===== src/hw/spread_defines.vh =====
// Register offsets, field positions and reset values of the spread spectrum divider.
// Included by the modulator and its ramp generator; definitions only.
`ifndef SPREAD_DEFINES_VH
`define SPREAD_DEFINES_VH

// Register offsets (8-bit register port)
`define ADDR_SPREAD_ENABLE_PERIOD_HIGH 8'h10
`define ADDR_SPREAD_PERIOD_LOW         8'h11
`define ADDR_DIVIDER_INTEGER_PART      8'h12
`define ADDR_DIVIDER_FRACTION_HIGH     8'h13
`define ADDR_DIVIDER_FRACTION_LOW      8'h14
`define ADDR_SPREAD_STEP_HIGH          8'h15
`define ADDR_SPREAD_STEP_LOW           8'h16
`define ADDR_DIVIDER_CONTROL           8'h18
`define ADDR_ATTENUATOR_CONFIG         8'h24

// Field positions
`define BIT_SPREAD_ENABLE      7
`define BIT_DIVIDER_HOLD_N     7
`define BIT_DIVIDER_INT_MODE   1
`define BIT_DIVIDER_ENABLE     0
`define BIT_ATTEN_ENABLE       2

// Reset values
`define RST_REG8               8'h00
`define RST_DIVIDER_CONTROL    8'h00

// Writable bits per register; reserved bits are never stored
`define MASK_SPREAD_ENABLE_PERIOD_HIGH 8'h8F
`define MASK_DIVIDER_CONTROL           8'h83
`define MASK_ATTENUATOR_CONFIG         8'h07
`define MASK_FULL_BYTE                 8'hFF

// Attenuator multiplier codes
`define ATTEN_QUARTER          2'h0
`define ATTEN_UNITY            2'h1
`define ATTEN_FIVE_QUARTERS    2'h2
`define ATTEN_DOUBLE           2'h3

// Fixed-point widths: divider value is 8.24, fraction input 16 bits
`define STEP_FRAC_BITS         24
`define DIV_FRAC_BITS          16
`define DIV_VALUE_W            32

`endif


===== src/hw/spread_ramp.v =====
// Triangle ramp generator: accumulates the step below the programmed divider value.
// Assumes i_tick pulses once per divider output cycle and i_run holds it idle when low.
`timescale 1ns/100ps
`default_nettype none
`include "spread_defines.vh"

module spread_ramp #(
  parameter PERIOD_W = 12,
  parameter STEP_W   = 16,
  parameter OFS_W    = 32
)(
  // Clock and reset
  input  wire                i_clk,
  input  wire                i_rst_b,
  // Control
  input  wire                i_run,
  input  wire                i_tick,
  input  wire [PERIOD_W-1:0] i_period,
  input  wire [STEP_W-1:0]   i_step,
  // Status
  output reg  [OFS_W-1:0]    o_offset,
  output reg                 o_falling
);

  reg  [PERIOD_W:0]   step_count;
  wire [PERIOD_W:0]   next_count = step_count + {{PERIOD_W{1'b0}}, 1'b1};
  wire [PERIOD_W:0]   leg_ticks  = {i_period, 1'b0};
  wire [OFS_W-1:0]    step_wide = {{(OFS_W-STEP_W){1'b0}}, i_step};

  // Offset grows while the value falls, shrinks back to zero on the rise
  always @(posedge i_clk or negedge i_rst_b)
  begin
    if (!i_rst_b)
    begin
      o_offset   <= {OFS_W{1'b0}};
      o_falling  <= 1'b1;
      step_count <= {(PERIOD_W+1){1'b0}};
    end
    else if (!i_run)
    begin
      o_offset   <= {OFS_W{1'b0}};
      o_falling  <= 1'b1;
      step_count <= {(PERIOD_W+1){1'b0}};
    end
    else if (i_tick)
    begin
      // A leg lasts twice the period count, so the count is a quarter cycle
      if (next_count >= leg_ticks)
      begin
        step_count <= {(PERIOD_W+1){1'b0}};
        o_falling  <= ~o_falling;
      end
      else
        step_count <= next_count;
      if (o_falling)
        o_offset <= o_offset + step_wide;
      else if (o_offset > step_wide)
        o_offset <= o_offset - step_wide;
      else
        o_offset <= {OFS_W{1'b0}};                         // clamp at top
    end
  end

endmodule // spread_ramp
`default_nettype wire


===== src/hw/spread_frac_divider.v =====
// Spread spectrum modulator and register file of the fractional output divider.
// Assumes a synchronous 8-bit register write/read port driven by the serial bus logic.
`timescale 1ns/100ps
`default_nettype none
`include "spread_defines.vh"

module spread_frac_divider #(
  parameter PERIOD_W = 12,
  parameter STEP_W   = 16
)(
  // Clock and reset
  input  wire        i_clk,
  input  wire        i_rst_b,
  // Register port
  input  wire        i_reg_wr,
  input  wire [7:0]  i_reg_addr,
  input  wire [7:0]  i_reg_wdata,
  output reg  [7:0]  o_reg_rdata,
  // Divider output cycle from the analog divider
  input  wire        i_div_tick,
  // Divider control
  output wire [31:0] o_frac_out_divider,
  output wire        o_divider_hold_n,
  output wire        o_divider_enable,
  output wire        o_divider_int_mode,
  // Jitter attenuator and spread status
  output wire        o_atten_enable,
  output wire [1:0]  o_attenuator_mult_sel,
  output wire [3:0]  o_atten_mult_q2,
  output wire        o_spread_active,
  output wire        o_ramp_falling
);

  // Register slots, one per mapped address
  localparam N_REGS         = 9;
  localparam IDX_EN_PERIOD  = 0;
  localparam IDX_PERIOD_LOW = 1;
  localparam IDX_INT_PART   = 2;
  localparam IDX_FRAC_HIGH  = 3;
  localparam IDX_FRAC_LOW   = 4;
  localparam IDX_STEP_HIGH  = 5;
  localparam IDX_STEP_LOW   = 6;
  localparam IDX_CONTROL    = 7;
  localparam IDX_ATTEN      = 8;

  // Configuration registers
  reg [7:0] cfg [0:N_REGS-1];
  integer   w;
  integer   r;

  wire [31:0] ramp_offset;
  wire        ramp_falling;

  // Multiplier in quarters, drives the o_atten_mult_q2 status output only
  function [3:0] mult_quarters;
    input [1:0] code;
    begin
      case (code)
        `ATTEN_QUARTER:       mult_quarters = 4'h1;
        `ATTEN_UNITY:         mult_quarters = 4'h4;
        `ATTEN_FIVE_QUARTERS: mult_quarters = 4'h5;
        `ATTEN_DOUBLE:        mult_quarters = 4'h8;
        default:              mult_quarters = 4'h4;
      endcase
    end
  endfunction

  // Address decode shared by writes and readback, one-hot per slot
  function [N_REGS-1:0] reg_select;
    input [7:0] addr;
    begin
      reg_select = {N_REGS{1'b0}};
      case (addr)
        `ADDR_SPREAD_ENABLE_PERIOD_HIGH: reg_select[IDX_EN_PERIOD]  = 1'b1;
        `ADDR_SPREAD_PERIOD_LOW:         reg_select[IDX_PERIOD_LOW] = 1'b1;
        `ADDR_DIVIDER_INTEGER_PART:      reg_select[IDX_INT_PART]   = 1'b1;
        `ADDR_DIVIDER_FRACTION_HIGH:     reg_select[IDX_FRAC_HIGH]  = 1'b1;
        `ADDR_DIVIDER_FRACTION_LOW:      reg_select[IDX_FRAC_LOW]   = 1'b1;
        `ADDR_SPREAD_STEP_HIGH:          reg_select[IDX_STEP_HIGH]  = 1'b1;
        `ADDR_SPREAD_STEP_LOW:           reg_select[IDX_STEP_LOW]   = 1'b1;
        `ADDR_DIVIDER_CONTROL:           reg_select[IDX_CONTROL]    = 1'b1;
        `ADDR_ATTENUATOR_CONFIG:         reg_select[IDX_ATTEN]      = 1'b1;
        default:                         reg_select = {N_REGS{1'b0}};
      endcase
    end
  endfunction

  // Writable bits per slot; reserved bits read back as zero
  function [7:0] reg_mask;
    input integer idx;
    begin
      case (idx)
        IDX_EN_PERIOD: reg_mask = `MASK_SPREAD_ENABLE_PERIOD_HIGH;
        IDX_CONTROL:   reg_mask = `MASK_DIVIDER_CONTROL;
        IDX_ATTEN:     reg_mask = `MASK_ATTENUATOR_CONFIG;
        default:       reg_mask = `MASK_FULL_BYTE;
      endcase
    end
  endfunction

  // Reset value per slot
  function [7:0] reg_reset;
    input integer idx;
    begin
      case (idx)
        IDX_CONTROL: reg_reset = `RST_DIVIDER_CONTROL;
        default:     reg_reset = `RST_REG8;
      endcase
    end
  endfunction

  wire [N_REGS-1:0] addr_sel = reg_select(i_reg_addr);

  // Register writes; unmapped addresses select no slot and are dropped
  always @(posedge i_clk or negedge i_rst_b)
  begin
    if (!i_rst_b)
    begin
      for (w = 0; w < N_REGS; w = w + 1)
        cfg[w] <= reg_reset(w);
    end
    else if (i_reg_wr)
    begin
      for (w = 0; w < N_REGS; w = w + 1)
        if (addr_sel[w])
          cfg[w] <= i_reg_wdata & reg_mask(w);
    end
  end

  // Readback, unmapped addresses read zero
  always @*
  begin
    o_reg_rdata = 8'h00;
    for (r = 0; r < N_REGS; r = r + 1)
      o_reg_rdata = o_reg_rdata | (cfg[r] & {8{addr_sel[r]}});
  end

  // Field assembly
  wire                spread_en  = cfg[IDX_EN_PERIOD][`BIT_SPREAD_ENABLE];
  wire [PERIOD_W-1:0] period     = {cfg[IDX_EN_PERIOD][3:0],
                                    cfg[IDX_PERIOD_LOW]};
  wire [STEP_W-1:0]   step       = {cfg[IDX_STEP_HIGH], cfg[IDX_STEP_LOW]};
  // Programmed value in 8.24 fixed point
  wire [31:0]         prog_value = {cfg[IDX_INT_PART], cfg[IDX_FRAC_HIGH],
                                    cfg[IDX_FRAC_LOW], 8'h00};

  assign o_divider_hold_n   = cfg[IDX_CONTROL][`BIT_DIVIDER_HOLD_N];
  assign o_divider_enable   = cfg[IDX_CONTROL][`BIT_DIVIDER_ENABLE];
  assign o_divider_int_mode = cfg[IDX_CONTROL][`BIT_DIVIDER_INT_MODE];

  // Ramp runs only with spread on and divider released; hold restarts it
  wire run = spread_en & o_divider_hold_n & o_divider_enable;

  spread_ramp #(
    .PERIOD_W (PERIOD_W),
    .STEP_W   (STEP_W),
    .OFS_W    (32)       // 8.24 offset spans any supported spread
  ) u_ramp (
    .i_clk     (i_clk),
    .i_rst_b   (i_rst_b),
    .i_run     (run),
    .i_tick    (i_div_tick),
    .i_period  (period),
    .i_step    (step),
    .o_offset  (ramp_offset),
    .o_falling (ramp_falling)
  );

  // Saturate at zero so a huge step cannot wrap above the programmed value
  wire [31:0] mod_value = (ramp_offset > prog_value) ? 32'h00000000
                                                     : prog_value - ramp_offset;

  // Spread only touches this fractional divider; integer dividers lie elsewhere
  assign o_frac_out_divider    = run ? mod_value : prog_value;
  assign o_atten_enable        = spread_en | cfg[IDX_ATTEN][`BIT_ATTEN_ENABLE];
  assign o_attenuator_mult_sel = cfg[IDX_ATTEN][1:0];
  assign o_atten_mult_q2       = mult_quarters(cfg[IDX_ATTEN][1:0]);
  assign o_spread_active       = run;
  assign o_ramp_falling        = ramp_falling & run;

endmodule // spread_frac_divider
`default_nettype wire


===== config.mk =====
export PLATFORM = sky130hd
export DESIGN_NAME = spread_frac_divider
export DESIGN_NICKNAME = d
export VERILOG_FILES = /design/src/hw/spread_ramp.v /design/src/hw/spread_frac_divider.v
export VERILOG_INCLUDE_DIRS = /design/src /design/src/hw
export SDC_FILE = /design/constraint.sdc
export NUM_CORES = 1
export LEC_CHECK = 0
export ABC_AREA = 1
export BUFFER_PORTS_ARGS = -buffer_cell sky130_fd_sc_hd__buf_2
export CAP_MARGIN = 20
export CORE_ASPECT_RATIO = 1.75
export CORE_UTILIZATION = 39
export DETAILED_ROUTE_END_ITERATION = 8
export GPL_ROUTABILITY_DRIVEN = 0
export SYNTH_ARGS = -nofsm -noshare
export SYNTH_HDL_FRONTEND = slang
export SYNTH_SLANG_ARGS = --single-unit

===== constraint.sdc =====
create_clock -name i_clk -period 3.4 [get_ports i_clk]
set_input_delay 0.34 -clock i_clk [delete_from_list [all_inputs] [get_ports i_clk]]
set_output_delay 0.34 -clock i_clk [all_outputs]
set_load 0.01 [all_outputs]

==> impl_results.md, run 1 <==
- WS Path Type: reg2out
- Min-delay worst type: in2reg
- CTS Buf Count: 9
- Clock latency on the worst-skew pair: 0.39 ns
- Distinct cell type count after synthesis: 44
- Hold Vio Cnt, Final: 0
- Post-synthesis cell count: around 1700
- CTS tree: yes
- # fillers: a little under 3000
- DR iter-0 viols: 937
- Initial Util: roughly 40%
- Endpoint class of the critical path: primary output
- Min Tclk post-route: between 3 and 4 ns
- RSZ-0062 raised after global routing: true
- Yosys synthesis warning count: 0
- Die height: 219 um
- Max frequency: roughly 300 MHz
- Commonest cells after routing, fill and taps aside: nand2_1 (542), inv_1 (241), nand3_1 (141), nor2_1 (136), o21ai_0 (122)
- Total global routing overflow: 0
- Overall power: 0.00367 W
- Max-slew violation count: 0
- Most area-hungry cell type in the Yosys netlist: dfrtp_1
- PwrDens: approximately 310 mW/mm^2
- Chip width: roughly 130 um
- Slew margin rel.: 35.7%
- Count of state elements after synthesis: 105
- DP Worst Slack: 0.114 ns
- Startpoint types: flop
- Final setup fails: 0
- Clock Skews: 0.00940 ns
- Setup ws final: around 0.09 ns
- Placed cells: approximately 2100
- Vias: roughly 12000
- Hpwl dp: approximately 35 mm
- Outcome: finished, final reports clean
- Mux share of post-synthesis cell area: less than 1%
- Drt pass-1 iters: 7
- Initial antenna violation count: 0
- Simple-gate share of the synthesized area: a little under two fifths
- Vias in the first global route: about 12000
- CTS Buffer Depth: 2
- Register area: between 0.002 and 0.003 mm^2
- Worst-Margin Slew: around 0.96 ns
- DIE AREA: roughly 0.028 mm^2
- Area fraction of the dominant cell type after synthesis: approximately 25%
- Area of the mapped netlist: between 0.01 and 0.015 mm^2
- Core Region: roughly 0.027 mm^2
- Row count: 79
- Clock slew at reported path FFs: 0.08 ns
- Max Cap Viol: 0
- Multi-input combinational cell area: 0.00679 mm^2
- Clk sinks: around 110
- Pleak: 6.35 nW
- WL/cell: about 21 um
- Top FF cell, synth: dfrtp_1
- Drt drc: 0
- Final WL: between 40 and 50 mm
- Period utilization: a little over nine tenths
- Vias/cell: ~5.6
- WP data arrival: 2.97 ns
- Adder-Cell Fraction of Synth Area: a little under a tenth
- Mapped Nets: around 1800
- Largest net degree at the start of global routing: 85
- Peak VDD IR: between 0.0003 and 0.0004 V
- Post-synth EDFFs: 0
- TNS Setup: 0 ns
- Synth top area cells: dfrtp_1 (25%), nand2_1 (19%), inv_1 (8.7%), ha_1 (8.7%), nand3_1 (6.7%)
- Fraction of registers with async set/reset: between 90% and 100%
- Layout cells sized above 1: 11.1%
- Mean post-synth cell area: between 6 and 7 um^2
- # diodes: 0
- Antenna Nets Post-Route: 0
- Layout area overhead: 11.4%
- Crit Path Max Fanout: 6
- Largest family of logic cells by synthesized area: simple AND/OR/NAND/NOR gates
- CTS root buf: clkbuf_16
- Most common cell after layout, fill and taps aside: nand2_1
- Non-Filler Instances: 2112
- Port Buf Inserts: 70
- Seq/Total Area, Yosys: approximately a quarter
- Xor-xnor portion of the synthesized cell area: 3.16%
- CP required: around 3 ns
- Final Net Count: 1878
- Global-route usage over all layers: 32.9%
- Global-route wire length before repair: 66.8 mm
- Ports: 72
- Compound-gate portion of the synthesized area: between 10 and 15%
- H-Tree Level Count: 3
- Fin util: between 40% and 50%
sequential cells by signal, summed over array words and instances, names as in the netlist:
name	cells
o_divider_int_mode	1
o_attenuator_mult_sel	2
u_ramp.o_falling	1
o_divider_enable	1
o_divider_hold_n	1
u_ramp.step_count	13
cfg	54
u_ramp.o_offset	32
cell usage after synthesis (3+ instances only):
cell type	count
buf_4	9
ha_1	73
inv_2	8
dfrtp_1	104
o21bai_1	10
o21ai_0	127
o2111ai_1	3
nand3b_1	6
o21ai_1	19
a21oi_1	80
nand3_2	10
xnor2_1	14
nor2_4	4
nand3_1	141
o22ai_1	19
nand2_1	544
nor2_2	6
inv_1	245
nor2_1	140
buf_2	18
nand4_1	29
nand2_2	7
xor2_1	24
clkbuf_1	14
nor3_2	3
nor3_1	29
path summary, 6_finish.rpt:
check / start / end / slack [ns] / cells past startpoint
setup / recovery: u_ramp.o_offset[0] / o_frac_out_divider[26] / 0.09 / 13
min in group asynchronous: i_rst_b / u_ramp.o_offset[2] / 0.39 / 2
max in group asynchronous: i_rst_b / u_ramp.step_count[0] / 2.11 / 3
hold reg to reg: cfg[65] / cfg[65] / 0.50 / 2
setup reg to reg: u_ramp.step_count[0] / u_ramp.step_count[11] / 0.31 / 16
hold / removal: i_reg_wdata[2] / cfg[18] / 0.38 / 3
worst max-delay path, stage by stage (launching register included):
cell and delay, ns:
dfrtp_1 0.39, inv_1 0.16, ha_2 0.26, nand2_2 0.09, nor2_4 0.18, nand4_1 0.22
buf_4 0.20, o21ai_0 0.37, nand3_1 0.19, nand3_1 0.11, nand2_1 0.05, nand3_1 0.08
nand2_1 0.11, buf_2 0.17
kinds of logic after synthesis:
logic type | count (synthesis)
flip-flops | 105
AO/OA/AOI/OAI | 265
XOR/XNOR | 38
adder cells (fa/ha/maj) | 75
multiplexers | 1
AND/OR/NAND/NOR | 928
buffers and inverters | 301
other | 1
repair_timing:
item	in CTS	in global routing
setup endpoints to repair	21	38
buffers inserted	1	8
gates resized for setup	10	31
pin swaps	1	5
endpoints found under the hold margin	21	0
hold buffers	1	0
power breakdown:
part | switching (W) | internal, W | total [W]
clock network | 0.000585 | 0.000589 | 0.00117
registers | 0.0000421 | 0.00128 | 0.00132
logic | 0.000807 | 0.000370 | 0.00118
final cells by class:
type / count / share of cell area [%]
Inverter: 255 / 8.19
Clock inverter: 7 / 0.736
Tap cell: 324 / 3.46
Timing Repair Buffer: 104 / 5.31
Multi-Input combinational cell: 1308 / 57.9
Sequential cell: 105 / 22.5
Clock buffer: 9 / 1.92
metal layers:
layer / track usage, % / wire length [um] / vias up
li1: - / - / 5645
met1: 30.9 / 14900 / 5477
met4: 29.5 / 4410 / 0
met2: 61.3 / 22700 / 514
met5: 0 / 0 / -
met3: 4.97 / 2180 / 223
through the flow:
stage	area, um^2	hold WS (ns)
final	11700	0.381
after global routing	11700	0.405
after CTS	11600	0.374
after detailed placement	11200	0.264
after global placement	11200	0.267
after floorplan	10500	0.0444
(Power assumes the default switching activity.)
==> run 2: changes to the inputs <==
ABC_CLOCK_PERIOD_IN_PS = 3800   (was default)
clock period = 3.8 ns   (was 3.4 ns; I/O delays follow)
==> run 2 against run 1 <==
  * Clock power fell by 11%
  * Core utilization fell by 0.97 points
  * Combinational power fell by 10%
  * Cell count fell by 0.90%
  * Global-route usage fell by 0.64 points
  * Register-to-register slack improved by 0.25 ns
  * Largest cell class unchanged
==> impl_results.md, run 2 (synthesis gave the netlist of run 1 again) <==
- Crit path launch: u_ramp.o_offset[18]
- Most common cell after layout, fill and taps aside: nand2_1
- Hold buffer count at cts: 0 (-1)
- RSZ-0062 raised after global routing: false
- Fin area: 0.0115 mm^2 (-2.2%)
- Final WL: 43.0 mm (-2.6%)
- Layout cells sized above 1: 8.37% (-2.7 points)
- R2r setup slk: 0.56 ns (+0.25 ns)
- CTS Buf Count: 9 (unchanged)
- Hold Vio Cnt, Final: 0 (unchanged)
- Final Net Count: 1859 (-1.0%)
- Top reg by flops: cfg
- Drt pass-1 iters: 6 (-1)
- DR iter-0 viols: 905 (-3.4%)
- Slew margin rel.: 31.9% (-3.8 points)
- Port Buf Inserts: 70 (unchanged)
- Peak VDD IR: 0.000286 V (-27%)
- Outcome: finished, final reports clean
- # fillers: 2833 (-2.2%)
- Vias: 11600 (-1.9%)
- CTS Buffer Depth: 2 (unchanged)
- Initial antenna violation count: 0 (unchanged)
- Max Cap Viol: 0 (unchanged)
- Sequential share of power: 36.1% (about the same)
- Sw frac: 39.7% (+0.63 points)
- Global-route wire length before repair: 65.8 mm (-1.5%)
- Total global routing overflow: 0 (unchanged)
- CP peak stage delay: 0.68 ns (+0.29 ns)
- Pint: 0.00198 W (-12%)
- Global-route usage over all layers: 32.3% (-0.64 points)
- Power share of the clock group: 31.7% (-0.3 points)
- Pleak: 6.28 nW (-1.1%)
- WP data arrival: 3.28 ns (+0.31 ns)
- Overall power: 0.00328 W (-11%)
- Vias/cell: 5.56 (-1.0%)
- Global route hottest layer: met2
- Endpoint class of the critical path: primary output
- WL/cell: 20.6 um (-1.7%)
- Ports: 72 (unchanged)
- Clock latency on the worst-skew pair: 0.39 ns (about the same)
- Row count: 79 (unchanged)
- GRT met3 Usage: 3.88% (-1.1 points)
- # diodes: 0 (unchanged)
- Startpoint types: flop
- Fin util: 43.1% (-0.97 points)
- WS Path Type: reg2out
- Final setup fails: 0 (unchanged)
- Largest net degree at the start of global routing: 54 (-36%)
- CTS root buf: clkbuf_16
- Max-slew violation count: 0 (unchanged)
- Crit Path Max Fanout: 8 (+2)
- Min Tclk post-route: between 3 and 4 ns
- TNS Setup: 0 ns (unchanged)
- Worst-Margin Slew: 1.01 ns (+0.0514 ns)
- Clock slew at reported path FFs: 0.08 ns (about the same)
- Commonest cells after routing, fill and taps aside: nand2_1 (544), inv_1 (245), nand3_1 (141), nor2_1 (140), o21ai_0 (126)
- Clock Skews: 0.00906 ns (-0.000341 ns)
- Hpwl dp: 34.7 mm (-1.2%)
- Placed cell areas: 0.0112 mm^2 (-0.71%)
- H-Tree Level Count: 3 (unchanged)
- Layout area overhead: 8.95%
- DP Worst Slack: 0.606 ns (+0.491 ns)
- Core Region: 0.0266 mm^2 (unchanged)
- Routing usage on met1: 31.6% (+0.73 points)
- Crit path max-delay cell type: nor2_1
- Drt drc: 0 (unchanged)
- Clk sinks: 105 (unchanged)
- Combinational power share: 32.2% (+0.2 points)
- Vias in the first global route: 11700 (-3.3%)
- GRT met2 Usage: 59.2% (-2.1 points)
- Antenna Nets Post-Route: 0 (unchanged)
- CTS tree: yes
- Top Registers: cfg: 54 flops, u_ramp.o_offset: 32 flops, u_ramp.step_count: 13 flops
- Period utilization: 96.3%
- PwrDens: 286 mW/mm^2 (-8.7%)
- Largest register FFs: 54 (unchanged)
- Min-delay worst type: in2async
- Initial Util: 39.6% (unchanged)
- Die height: 219 um (unchanged)
- Setup ws final: 0.141 ns (+0.0501 ns)
- Chip width: 126 um (unchanged)
- CP required: 3.42 ns (+0.36 ns)
- Crit-path most repeated cell: nand3_1
- Max frequency: 273 MHz
- Reg2Reg Launch Point: u_ramp.step_count[0]
- Sw Pwr: 0.00130 W (-9.2%)
- CP Cell Sequence: inv_1 > ha_1 > nand4_1 > nor2_1 > nand3_1 > nand3_1 > xnor2_1 > o21ai_0 > buf_2
- DIE AREA: 0.0277 mm^2 (unchanged)
## run 2: final cells by class
class                   count  area [um^2]  share of cell area [%]
clock buffers               9          225                    1.96
clock inverters             7         86.3                   0.753
inverters                 255          957                    8.34
multi-input cells        1308         6700                    58.4
flip-flops and latches    105         2630                    22.9
well taps                 324          405                    3.53
repair buffers             85          465                    4.06
## run 2: routing by layer
metal  wire [um]  vias up  part of all wire (%)
li1            -     5621                     -
met1       14800     5347                    34
met2       21900      457                    51
met3        1920      204                   4.5
met4        4370        0                    10
met5           0        -                     0
## run 2: power by group through the flow
stage	logic (W)	registers (W)	clock network (W)
after floorplan	0.000670	0.00119	0
after global placement	0.00101	0.00121	0
after detailed placement	0.00100	0.00121	0
after CTS	0.00101	0.00118	0.00104
after global routing	0.00116	0.00119	0.00108
final	0.00106	0.00119	0.00104
## run 2: what timing repair did
action,4_1_cts,5_1_grt
setup buffers,0,0
endpoints found under the setup margin,0,12
resized for setup,0,2
endpoints found under the hold margin,0,0
## run 2: path summary, 6_finish.rpt
| path | to | cells past startpoint |
|---|---|---|
| min in group i_clk | cfg[26] | 3 |
| min reg2reg | cfg[62] | 2 |
| max in group asynchronous | u_ramp.o_falling | 2 |
| max reg2reg | u_ramp.step_count[8] | 16 |
| max | o_frac_out_divider[19] | 9 |
| min | u_ramp.o_offset[1] | 1 |
## run 2: critical path: cells and delay by family, from the launching register on
family / cells / cell delay [ns]
AO/OA/AOI/OAI: 1 / 0.25
flip-flops: 1 / 0.48
AND/OR/NAND/NOR: 4 / 1.32
buffers and inverters: 2 / 0.33
XOR/XNOR: 1 / 0.11
adder cells (fa/ha/maj): 1 / 0.39
## run 2: metrics by stage
step,hold slack (ns),std cells
CTS,0.0694,2093
global placement,0.468,2077
floorplan,0.0844,1714
detailed placement,0.474,2077
finish,0.0381,2093
global route,0.101,2093
==> run 3: changes to the inputs <==
ABC_AREA = default   (was 1)
CTS_CLUSTER_DIAMETER = 200   (was default)
==> run 3 against run 2 <==
  * Die area shrank 12%
  * Global-route usage shrank 6.8 points
  * Maximum frequency shrank 0.39%
  * Count of clock-buffer cells in the layout grew 2
  * Core utilization grew 1.6 points
  * Critical path type unchanged
  * Wire length shrank 29%
  * Sequential cell count is the same
  * Total power shrank 7.2%
  * First-iteration DRC count shrank 57%
  * Cell count shrank 31%
  * Design area shrank 9.0%
==> impl_results.md, run 3 <==
- Final WL: 30.5 mm (-29%)
- Most area-hungry cell type in the Yosys netlist: dfrtp_1
- WS Path Type: reg2out
- Sequential share of power: 38.9% (+2.8 points)
- Initial Util: 39.7% (+0.14 points)
- DIE AREA: 0.0244 mm^2 (-12%)
- R2R depth: 9 (-7)
- Ports: 72 (unchanged)
- Most common cell in the netlist: dfrtp_1
- Sw Pwr: 0.000991 W (-24%)
- Min-delay worst type: in2async
- Row count: 74 (-6.3%)
- Area of the mapped netlist: 0.00927 mm^2 (-12%)
- Combinational power share: 28.0% (-4.2 points)
- Hpwl dp: 24.4 mm (-30%)
- Global-route usage over all layers: 25.4% (-6.8 points)
- R2r endpoint: u_ramp.o_offset[24]
- Layout cells sized above 1: 19.6% (+11 points)
- Count of state elements after synthesis: 105 (unchanged)
- Max-slew violation count: 0 (unchanged)
- Clock slew at reported path FFs: 0.07 ns (about the same)
- Clock Skews: 0.0133 ns (+0.00421 ns)
- Period utilization: 96.7% (+0.38 points)
- Mean post-synth cell area: 8.63 um^2 (+41%)
- Global-route wire length before repair: 47.4 mm (-28%)
- Peak VDD IR: 0.000207 V (-28%)
- Fin area: 0.0104 mm^2 (-9.0%)
- H-Tree Level Count: 3 (unchanged)
- CTS tree: yes
- Largest register FFs: 54 (unchanged)
- Worst-Margin Slew: 0.887 ns (-0.127 ns)
- Power share of the clock group: 33.1% (+1.4 points)
- Drt drc: 0 (unchanged)
- Fin Hold WS: 0.100 ns (+0.0620 ns)
- Vias: 8595 (-26%)
- Top FF cell, synth: dfrtp_1
- WP data arrival: 3.29 ns (about the same)
- Non-Filler Instances: 1444 (-31%)
- Endpoint class of the critical path: primary output
- Layout area overhead: 12.6%
- CP required: 3.42 ns (about the same)
- CTS Buffer Depth: 2 (unchanged)
- Outcome: finished, final reports clean
- Placed cells: 1427 (-31%)
- Fraction of registers with async set/reset: 100% (unchanged)
- Min Tclk post-route: 3.67 ns (+0.0145 ns)
- Final setup fails: 0 (unchanged)
- Hold Vio Cnt, Final: 0 (unchanged)
- Drt pass-1 iters: 5 (-1)
- Initial antenna violation count: 0 (unchanged)
- Max Cap Viol: 0 (unchanged)
- Commonest cells after routing, fill and taps aside: dfrtp_1 (102), inv_1 (81), nand2_1 (75), a21oi_1 (72)
- Synth top cells by count: dfrtp_1 (104), inv_1 (81), nand2_1 (75), ha_1 (73), a21oi_1 (72)
- Port Buf Inserts: 70 (unchanged)
- Total global routing overflow: 0 (unchanged)
- Mapped Nets: 1169 (-35%)
- Final Net Count: 1231 (-34%)
- Vias in the first global route: 8743 (-25%)
- Pint: 0.00206 W (+3.8%)
- Placed cell areas: 0.0101 mm^2 (-9.8%)
- Reg2Reg Launch Point: u_ramp.o_offset[2]
- Seq/Total Area, Yosys: 28.4% (+3.4 points)
- Startpoint types: flop
- WL/cell: 21.1 um (+2.8%)
- Synth top area cells: dfrtp_1 (28%), ha_1 (9.9%), mux2_2 (7.5%), a21oi_1 (3.9%), inv_1 (3.3%)
- PwrDens: 292 mW/mm^2 (+2.0%)
- Clk sinks: 105 (unchanged)
- Antenna Nets Post-Route: 0 (unchanged)
- Post-synthesis cell count: 1074 (-37%)
- Clock latency on the worst-skew pair: 0.36 ns (-0.03 ns)
- Core Region: 0.0233 mm^2 (-12%)
- Pleak: 5.06 nW (-19%)
- R2r setup slk: 0.47 ns (-0.09 ns)
- Chip width: 119 um (-6.1%)
- Post-synth EDFFs: 0 (unchanged)
- CTS Buf Count: 9 (unchanged)
- Largest net degree at the start of global routing: 63 (+17%)
- CTS root buf: clkbuf_16
- Top reg by flops: cfg
- Crit path launch: u_ramp.o_offset[18]
- Slew margin rel.: 40.3% (+8.4 points)
- DR iter-0 viols: 390 (-57%)
- Sw frac: 32.5% (-7.1 points)
- Most common cell after layout, fill and taps aside: dfrtp_1
- Die height: 206 um (-6.1%)
- Distinct cell type count after synthesis: 80 (+82%)
- Area fraction of the dominant cell type after synthesis: 28.1% (+3.4 points)
- Vias/cell: 5.95 (+7.1%)
- Crit Path Max Fanout: 22 (+14)
- # diodes: 0 (unchanged)
- Yosys synthesis warning count: 0 (unchanged)
- Top Registers: cfg: 54 flops, u_ramp.o_offset: 32 flops, u_ramp.step_count: 13 flops
- Max frequency: 272 MHz (-0.39%)
==> run 3: logic make-up after synthesis <==
| family | synth area share [%] |
|---|---|
| multiplexers | 9.82 |
| AND/OR/NAND/NOR | 16.5 |
| XOR/XNOR | 4.72 |
| adder cells (fa/ha/maj) | 10.3 |
| AO/OA/AOI/OAI | 24.3 |
| flip-flops | 28.4 |
| buffers and inverters | 5.96 |
| other | 0.0404 |
==> run 3: layout make-up <==
type,instances,area (um^2)
fillers,2423,12900
flip-flops and latches,105,2630
clock inverters,4,58.8
well taps,304,380
repair buffers,105,653
clock buffers,11,253
multi-input cells,830,6150
inverters,85,319
==> run 3: per-stage QoR <==
step | util [%] | setup slack, ns | power [W] | setup TNS (ns)
3_3_place_gp | 43.1 | 0.384 | 0.00201 | 0
5_1_grt | 44.8 | -0.0714 | 0.00318 | -0.173
3_5_place_dp | 43.1 | 0.312 | 0.00201 | 0
6_report | 44.8 | 0.126 | 0.00305 | 0
4_1_cts | 44.5 | 0.0354 | 0.00303 | 0
2_1_floorplan | - | 0.588 | 0.00173 | 0
==> run 3: timing repair <==
action	CTS	global route
cloned	0	0
gates resized for setup	3	11
hold endpoints to repair	0	0
buffers inserted	0	2
pin swaps	0	2
hold buffers	0	0
endpoints found under the setup margin	22	23
==> run 3: critical path, stage by stage (launching register included) <==
cell and delay (ns):
dfrtp_1 0.38, inv_1 0.18, ha_1 0.36, o21ai_0 0.27
nor3b_1 0.11, o32ai_2 0.33, o21ai_1 0.15, nor3b_2 0.27
a21oi_4 0.12, and2_1 0.22, buf_12 0.17, a22o_1 0.22
buf_2 0.15
==> run 3: routing by layer <==
metal	global-route usage, %	part of all wire, %	vias up
li1	-	-	4055
met1	26.3	37	4221
met2	48.1	53	225
met3	2.40	2.8	94
met4	17.3	7.2	0
met5	0	0	-
==> run 3: worst max-delay path by stage <==
stage / to / slack, ns / depth (start not counted)
after floorplan: o_frac_out_divider[10] / 0.59 / 14
after CTS: o_frac_out_divider[10] / 0.04 / 12
final: o_frac_out_divider[10] / 0.13 / 12
after global placement: o_frac_out_divider[10] / 0.38 / 12
after detailed placement: o_frac_out_divider[10] / 0.31 / 12
after global routing: o_frac_out_divider[28] / -0.07 / 11
==> run 3: power groups by stage <==
stage                     clock network (W)  registers (W)  logic, W
after detailed placement                  0        0.00121  0.000808
after global placement                    0        0.00120  0.000808
after CTS                           0.00102        0.00118  0.000824
after global routing                0.00107        0.00119  0.000925
after floorplan                           0        0.00119  0.000535
final                               0.00101        0.00118  0.000854
